$ cat src/wlr_pkg.sv
// Purpose: Shared constants for the wake listen radio configuration block
// Assumes: Byte-wide retained registers on an 11-bit register address
// Notes: Offsets are byte addresses in the configuration map
package wlr_pkg;
  localparam int unsigned ADDR_W = 11;
  localparam int unsigned DATA_W = 8;
  localparam logic [ADDR_W-1:0] ADDR_LISTEN_WINDOW = 11'h106;
  localparam logic [ADDR_W-1:0] ADDR_TICK_DIVIDER = 11'h107;
  localparam logic [ADDR_W-1:0] ADDR_WAKE_THRESHOLD = 11'h108;
  localparam logic [ADDR_W-1:0] ADDR_CHANNEL_BYTE0 = 11'h109;
  localparam logic [ADDR_W-1:0] ADDR_CHANNEL_BYTE1 = 11'h10a;
  localparam logic [ADDR_W-1:0] ADDR_CHANNEL_BYTE2 = 11'h10b;
  localparam logic [ADDR_W-1:0] ADDR_BIT_RATE_LOW = 11'h10c;
  localparam logic [ADDR_W-1:0] ADDR_BIT_RATE_HIGH = 11'h10d;
  localparam logic [DATA_W-1:0] REG_RESET = 8'h00;
  localparam logic [DATA_W-1:0] READ_UNMAPPED = 8'h00;
  localparam int unsigned TICK_PRESCALE = 128;
  localparam int unsigned PRESCALE_W = 15;
  localparam int unsigned THRESH_OFFSET_DBM = 107;
  localparam int unsigned PFD_FREQ_HZ = 26_000_000;
  localparam int unsigned FRAC_BITS = 16;
  localparam int unsigned RATE_STEP_BPS = 100;
  localparam int unsigned RATE_HIGH_LSB = 0;
  localparam int unsigned RATE_HIGH_W = 4;
  localparam int unsigned FREQ_W = 33;
  localparam int unsigned BPS_W = 19;
  typedef enum logic [1:0] {WLR_SLEEP, WLR_LISTEN, WLR_RECEIVE} wlr_state_type;
endpackage

$ cat src/wlr_listen_timer.sv
// Purpose: Listening window timer counting prescaled ticks of the 6.5 MHz clock
// Assumes: osc_tick is a one-cycle pulse per 6.5 MHz period, synchronous to clk_sys
// Notes: A zero divider ticks on every oscillator pulse
`timescale 1ns/1ns
module wlr_listen_timer
  import wlr_pkg::*;
#(
  parameter int unsigned DIV_W = 8,
  parameter int unsigned WIN_W = 8
) (
  input wire logic clk_sys,
  input wire logic rst,
  input wire logic start,
  input wire logic stop,
  input wire logic osc_tick,
  input wire logic [DIV_W-1:0] divider,
  input wire logic [WIN_W-1:0] window,
  output logic running,
  output logic expired
);
  logic [PRESCALE_W-1:0] pre_q;
  logic [WIN_W-1:0] tick_cnt_q;
  logic running_q;
  logic [PRESCALE_W-1:0] pre_target;
  logic tick;

  // Tick period is 128 times the divider in oscillator cycles
  assign pre_target = PRESCALE_W'(TICK_PRESCALE) * PRESCALE_W'(divider);
  assign tick = running_q && osc_tick && ((pre_q + 1'b1) >= pre_target);

  always_ff @(posedge clk_sys) begin
    if (rst || start || !running_q) begin
      pre_q <= '0;
    end else if (osc_tick) begin
      pre_q <= tick ? '0 : pre_q + 1'b1;
    end
  end

  always_ff @(posedge clk_sys) begin
    if (rst || start) begin
      tick_cnt_q <= '0;
    end else if (tick) begin
      tick_cnt_q <= tick_cnt_q + 1'b1;
    end
  end

  // Window ends after window ticks; a zero window ends at once
  always_comb begin
    expired = running_q && (window == '0 ||
      (tick && (tick_cnt_q + 1'b1) == window));
  end

  always_ff @(posedge clk_sys) begin
    if (rst) begin
      running_q <= 1'b0;
    end else if (start) begin
      running_q <= 1'b1;
    end else if (stop || expired) begin
      running_q <= 1'b0;
    end
  end

  assign running = running_q;
endmodule

$ cat src/wlr_config_bank.sv
// Purpose: Retained radio configuration registers and autonomous wake sequencing
// Assumes: Register port is the byte-wide path behind the serial host interface
// Notes: Window timer counts oscillator pulses, not system clocks
// Summary of operation
// - On a wake-up timer expiry with autonomous wake mode on, power the radio and start rx.
// - If no preamble is seen before the listening window ends, go back to sleep.
// - The listening window lasts the listen-window count times the tick period.
// - The tick period is 128 times the tick divider in cycles of the 6.5 MHz clock.
// - With signal detection on, compare RSSI with the threshold register minus 107 dBm.
// - The channel frequency is 26 MHz times the 24-bit channel word over 2 to the 16.
// - The channel word is spread low byte first over three consecutive registers.
// - The data rate is the 12-bit rate word times 100 bits per second.
// - The rate word's upper four bits sit in bits 3 to 0 of the next register.
// - Raise the enabled detect interrupt when wake-mode RSSI passes the threshold.
`timescale 1ns/1ns
module wlr_config_bank
  import wlr_pkg::*;
(
  input wire logic clk_sys,
  input wire logic rst,
  input wire logic [ADDR_W-1:0] reg_addr,
  input wire logic reg_wr,
  input wire logic [DATA_W-1:0] reg_wdata,
  output logic [DATA_W-1:0] reg_rdata,
  input wire logic autonomous_wake_enable,
  input wire logic rssi_detect_enable,
  input wire logic wake_signal_detect_irq_enable,
  input wire logic wake_up_timer_expired,
  input wire logic osc_tick,
  input wire logic preamble_detected,
  input wire logic receive_done,
  input wire logic rssi_valid,
  input wire logic signed [DATA_W-1:0] rssi_dbm,
  output logic radio_power_up,
  output logic rx_enable,
  output logic sleep_request,
  output logic listening,
  output logic wake_signal_detect_irq,
  output logic [23:0] channel_word,
  output logic [FREQ_W-1:0] channel_word_hz,
  output logic [11:0] data_rate_word,
  output logic [BPS_W-1:0] data_rate_bps
);
  logic [DATA_W-1:0] listen_window_q;
  logic [DATA_W-1:0] tick_divider_q;
  logic [DATA_W-1:0] wake_threshold_q;
  logic [DATA_W-1:0] channel_byte0_q;
  logic [DATA_W-1:0] channel_byte1_q;
  logic [DATA_W-1:0] channel_byte2_q;
  logic [DATA_W-1:0] bit_rate_low_q;
  logic [DATA_W-1:0] bit_rate_high_q;
  wlr_state_type state_q;
  logic sleep_q;
  logic irq_q;
  logic [FREQ_W-1:0] freq_q;
  logic [BPS_W-1:0] bps_q;
  logic wake_start;
  logic window_expired;
  logic window_running;
  localparam int unsigned PROD_W = FREQ_W + FRAC_BITS;
  localparam int unsigned THR_W = DATA_W + 2;
  logic signed [THR_W-1:0] thresh_dbm;
  logic rssi_above;

  function automatic logic hit(input logic [ADDR_W-1:0] a, input logic [ADDR_W-1:0] o);
    hit = (a == o);
  endfunction

  // Register writes
  always_ff @(posedge clk_sys) begin
    if (rst) begin
      listen_window_q <= REG_RESET;
      tick_divider_q <= REG_RESET;
      wake_threshold_q <= REG_RESET;
      channel_byte0_q <= REG_RESET;
      channel_byte1_q <= REG_RESET;
      channel_byte2_q <= REG_RESET;
      bit_rate_low_q <= REG_RESET;
      bit_rate_high_q <= REG_RESET;
    end else if (reg_wr) begin
      if (hit(reg_addr, ADDR_LISTEN_WINDOW)) begin
        listen_window_q <= reg_wdata;
      end
      if (hit(reg_addr, ADDR_TICK_DIVIDER)) begin
        tick_divider_q <= reg_wdata;
      end
      if (hit(reg_addr, ADDR_WAKE_THRESHOLD)) begin
        wake_threshold_q <= reg_wdata;
      end
      if (hit(reg_addr, ADDR_CHANNEL_BYTE0)) begin
        channel_byte0_q <= reg_wdata;
      end
      if (hit(reg_addr, ADDR_CHANNEL_BYTE1)) begin
        channel_byte1_q <= reg_wdata;
      end
      if (hit(reg_addr, ADDR_CHANNEL_BYTE2)) begin
        channel_byte2_q <= reg_wdata;
      end
      if (hit(reg_addr, ADDR_BIT_RATE_LOW)) begin
        bit_rate_low_q <= reg_wdata;
      end
      if (hit(reg_addr, ADDR_BIT_RATE_HIGH)) begin
        bit_rate_high_q <= reg_wdata;
      end
    end
  end

  // Read mux, combinational
  always_comb begin
    if (hit(reg_addr, ADDR_LISTEN_WINDOW)) begin
      reg_rdata = listen_window_q;
    end else if (hit(reg_addr, ADDR_TICK_DIVIDER)) begin
      reg_rdata = tick_divider_q;
    end else if (hit(reg_addr, ADDR_WAKE_THRESHOLD)) begin
      reg_rdata = wake_threshold_q;
    end else if (hit(reg_addr, ADDR_CHANNEL_BYTE0)) begin
      reg_rdata = channel_byte0_q;
    end else if (hit(reg_addr, ADDR_CHANNEL_BYTE1)) begin
      reg_rdata = channel_byte1_q;
    end else if (hit(reg_addr, ADDR_CHANNEL_BYTE2)) begin
      reg_rdata = channel_byte2_q;
    end else if (hit(reg_addr, ADDR_BIT_RATE_LOW)) begin
      reg_rdata = bit_rate_low_q;
    end else if (hit(reg_addr, ADDR_BIT_RATE_HIGH)) begin
      reg_rdata = bit_rate_high_q;
    end else begin
      reg_rdata = READ_UNMAPPED;
    end
  end

  assign channel_word = {channel_byte2_q, channel_byte1_q, channel_byte0_q};
  assign data_rate_word = {bit_rate_high_q[RATE_HIGH_LSB +: RATE_HIGH_W], bit_rate_low_q};

  // Derived frequency and data rate
  always_ff @(posedge clk_sys) begin
    if (rst) begin
      freq_q <= '0;
      bps_q <= '0;
    end else begin
      freq_q <= FREQ_W'((PROD_W'(PFD_FREQ_HZ) * PROD_W'(channel_word)) >> FRAC_BITS);
      bps_q <= BPS_W'(BPS_W'(RATE_STEP_BPS) * BPS_W'(data_rate_word));
    end
  end

  assign channel_word_hz = freq_q;
  assign data_rate_bps = bps_q;

  // Wake sequencing
  assign wake_start = (state_q == WLR_SLEEP) && wake_up_timer_expired
    && autonomous_wake_enable;

  always_ff @(posedge clk_sys) begin
    if (rst) begin
      state_q <= WLR_SLEEP;
    end else begin
      unique case (state_q)
        WLR_SLEEP: begin
          if (wake_start) begin
            state_q <= WLR_LISTEN;
          end
        end
        WLR_LISTEN: begin
          if (preamble_detected) begin
            state_q <= WLR_RECEIVE;
          end else if (window_expired) begin
            state_q <= WLR_SLEEP;
          end
        end
        WLR_RECEIVE: begin
          if (receive_done) begin
            state_q <= WLR_SLEEP;
          end
        end
      endcase
    end
  end

  always_ff @(posedge clk_sys) begin
    if (rst) begin
      sleep_q <= 1'b0;
    end else begin
      sleep_q <= ((state_q == WLR_LISTEN) && !preamble_detected && window_expired)
        || ((state_q == WLR_RECEIVE) && receive_done);
    end
  end

  assign radio_power_up = (state_q != WLR_SLEEP);
  assign rx_enable = (state_q != WLR_SLEEP);
  assign sleep_request = sleep_q;
  assign listening = window_running;

  wlr_listen_timer #(
    .DIV_W(DATA_W),
    .WIN_W(DATA_W)
  ) u_timer (
    .clk_sys(clk_sys),
    .rst(rst),
    .start(wake_start),
    .stop(preamble_detected),
    .osc_tick(osc_tick),
    .divider(tick_divider_q),
    .window(listen_window_q),
    .running(window_running),
    .expired(window_expired)
  );

  // Signal threshold in dBm
  assign thresh_dbm = $signed({2'b00, wake_threshold_q}) - $signed(THR_W'(THRESH_OFFSET_DBM));
  assign rssi_above = rssi_detect_enable && rssi_valid && (state_q != WLR_SLEEP)
    && ($signed(THR_W'(rssi_dbm)) > thresh_dbm);

  always_ff @(posedge clk_sys) begin
    if (rst) begin
      irq_q <= 1'b0;
    end else begin
      irq_q <= rssi_above && wake_signal_detect_irq_enable;
    end
  end

  assign wake_signal_detect_irq = irq_q;
endmodule

$ cat config.mk
export PLATFORM = sky130hd
export DESIGN_NAME = wlr_config_bank
export DESIGN_NICKNAME = d
export VERILOG_FILES = /design/src/wlr_pkg.sv /design/src/wlr_listen_timer.sv /design/src/wlr_config_bank.sv
export SDC_FILE = /design/constraint.sdc
export NUM_CORES = 1
export LEC_CHECK = 0
export ABC_AREA = 1
export BUFFER_PORTS_ARGS = -buffer_cell sky130_fd_sc_hd__buf_2
export CAP_MARGIN = 10
export CORE_ASPECT_RATIO = 1.25
export CORE_MARGIN = 1.5
export CORE_UTILIZATION = 58
export DETAILED_ROUTE_END_ITERATION = 8
export PLACE_DENSITY = 0.82
export SLEW_MARGIN = 40
export SYNTH_ARGS = -nofsm -noshare
export SYNTH_HDL_FRONTEND = slang
export SYNTH_HIERARCHICAL = 1
export SYNTH_SLANG_ARGS = --single-unit
$ cat constraint.sdc
create_clock -name clk_sys -period 6.9 [get_ports clk_sys]
set_input_delay 2.07 -clock clk_sys [delete_from_list [all_inputs] [get_ports clk_sys]]
set_output_delay 2.07 -clock clk_sys [all_outputs]
set_load 0.02 [all_outputs]
==> impl_results.md <==
- Result of the run: complete, no violations
- Final routed wire length divided by cell count: roughly 18 µm
- Critical path arrival: 4070 ps
- Critical path peak fanout: 17
- Actual slew at the worst max-slew pin: approximately 770 ps
- Area growth from synthesis to layout: 9.42%
- CP Launch Type: input pin
- Number of cells upsized or downsized after cts: 0
- Longest Clk Path Bufs: 2
- Wire length of the first global-routing pass: around 73000 µm
- IO Port Bufs: approximately 140
- IO Pins: ~140
- Most common cell after layout, fill and taps aside: inv_1
- Sequential-to-total area share from yosys stat: ~18%
- Post-CTS Hold Fix Bufs: 0
- Sequential cell fraction of total power: a little over two fifths
- Share of async-settable or async-resettable flops after synthesis: 0%
- Number of inserted diodes: 0
- Largest clock skew in the final design: 10.6 ps
- Fin crit period: 6140 ps
- Number of vias per cell: approximately 5.6
- Setup repair after global routing missed its margin: false
- Top flip-flop cell by instance count after synthesis: dfxtp_1
- Clock transition at path regs: 60 ps
- Post-synth EDFFs: 0
- Share of the clock period used by the worst path after layout: 89.0%
- Core footprint: 0.0270 mm²
- Depth of the CTS H-tree: 4
- Clock Tree Root: clkbuf_16
- Proportion of total power due to net switching: 28.2%
- Cell area after synthesis: between 0.015 and 0.02 mm²
- Detailed-route via count: 14300
- Peak supply drop: roughly 0.16 mV
- Number of iterations in the first detailed-routing pass: 5
- Total number of clock tree sinks: between 100 and 150
- Total setup buffers inserted after CTS: 0
- Worst Setup End Kind: output port
- Post-detailed-route DRC marker count: 0
- Setup-violating endpoint count in the final report: 0
- Pin count of the biggest net entering global routing: between 60 and 70
- Overall global routing resource usage: around 33%
- Clock latency of the later-clocked register in the worst-skew pair: ~450 ps
- TritonCTS buffer count: 17
- Area enclosed by the die boundary: roughly 0.029 mm²
- Class of the most critical hold timing path: reg2reg
- Synth top area share: ~20%
- Power density normalized to cell area: approximately 110 mW/mm²
- Post-synth cell types: 47
- Dominant cell type by area after synthesis: ha_1
- # rows: 67
- DIE HEIGHT: between 150 and 200 µm
- Max reg flops: 33
- Data required, critical path: 4830 ps
- Setup TNS Final: 0 ps
- Starting utilization of the core area: 59.3%
- Hold Violations, Final: 0
- Die width: between 150 and 200 µm
- Wirelength, routed: 46000 µm
- Grt total ovfl: 0
- TritonCTS clock tree: yes
- Proportion of power drawn by combinational gates: under 10%
- Synthesis warning total: 6
- Initial DRC Count: 917
- Commonest cells after routing, fill and taps aside: 497 x inv_1, 303 x nand2_1, 251 x ha_1
- Number of synthesized register bits: ~140
- Number of antenna violations at the first check in global routing: 0
- Mean instance size in the synthesized netlist: just under 8 µm²
- Min Hold Slack: around 450 ps
- Sum of net half-perimeters after detailed placement: 37100 µm
- F_max: about 160 MHz
- RD Place Congestion: between 0.9 and 1
- Vias in the first global route: about 15000
- Final-layout fill cell count: 2340
- Power spent charging and discharging nets: between 500 and 600 µW
- Relative contribution of the clock network to total power: about half
- Worst rel slew slack: roughly half
- Max cap viols: 0
- Cell leakage power: roughly 0.0095 µW
- Antenna violation net count after detailed routing: 0
- Count of pins over their slew limit: 0
- Leading post-synthesis cells by cell area: ha_1 20%, fa_1 19%, dfxtp_1 18%
- Final nets: ~2600
- Internal Power: ~1400 µW
- Critical Setup Path Class: in2out
- Number of instances in the synthesized netlist: 2081
- Share of final-layout standard cells stronger than drive strength 1: under 10%
- Post-layout total power: 1910 µW
[logic make-up (layout without fill, tap and decap cells)]
group | Yosys count | after routing | share of synthesized area, %
and+or+nand+nor | 604 | 604 | 16.5
AOI/OAI and AO/OA | 363 | 363 | 12.2
buffers and inverters | 536 | 672 | 13.0
xor gates and xnor gates | 31 | 31 | 1.79
other | 1 | 2 | 0.0234
DFF | 142 | 142 | 17.8
adders and majority gates | 404 | 404 | 38.8
[power groups by stage]
| stage | logic, µW | registers (µW) | clock network, µW |
|---|---|---|---|
| after floorplan | 95.5 | 856 | 0 |
| after global placement | 138 | 855 | 0 |
| after CTS | 144 | 837 | 931 |
| final | 146 | 837 | 931 |
| after detailed placement | 143 | 855 | 0 |
| after global routing | 159 | 838 | 966 |
[area by class of cell]
type / instances / area, µm² / share of cell area, %
timing repair buffer: 140 / 711 / 4.06
clock inverter: 13 / 133 / 0.757
clock buffer: 18 / 429 / 2.45
sequential: 142 / 2840 / 16.2
tap: 345 / 432 / 2.46
multi-input combinational: 1404 / 11100 / 63.3
inverter: 501 / 1880 / 10.7
[path summary, 6_finish.rpt]
check                     startpoint                   to  slack, ps  cells past startpoint
setup / recovery         reg_addr[5]         reg_rdata[0]        760                     11
hold / removal    bit_rate_high_q[7]   bit_rate_high_q[7]        450                      2
setup reg to reg  channel_byte0_q[7]  channel_word_hz[32]       1250                     18
hold reg to reg   bit_rate_high_q[7]   bit_rate_high_q[7]        450                      2
[per-layer routing]
| metal | vias up | wire, µm | track usage, % |
|---|---|---|---|
| met2 | 560 | 22900 | 57.8 |
| met3 | 196 | 2860 | 5.57 |
| met5 | - | 0 | 0 |
| met1 | 6701 | 17000 | 37.0 |
| met4 | 0 | 3220 | 20.9 |
| li1 | 6828 | - | - |
[Yosys cell counts, drive strengths merged (2+ instances only)]
cell type  instances
a211oi             7
a21boi             3
a21o               6
a21oi            190
and3               2
buf               19
clkbuf            16
dfxtp            142
fa               153
ha               251
inv              501
nand2            305
nand3             86
nand3b             4
nand4             32
nor2             149
nor3              18
nor4               6
o21a               4
o21ai            129
o21bai            21
xnor2              6
xor2              25
[stage by stage]
step	std cells	instance area, µm²	util, %	worst slack, ps
after floorplan	2082	16000	-	1340
after detailed placement	2532	17000	62.8	760
after CTS	2563	17500	64.9	752
after global placement	2532	17000	62.8	858
final	2563	17500	64.9	761
after global routing	2563	17500	64.9	474
[worst max-delay path, cell delays in order]
cell and delay, ps:
buf_2 100, nor2_2 120, nand2_2 120, nor2_4 330, inv_2 100, nor3_4 520
nand2_1 130, nand3_1 120, nor2_1 40, o21ai_0 210, buf_2 210
No activity file was read; power rests on OpenSTA's default activity.
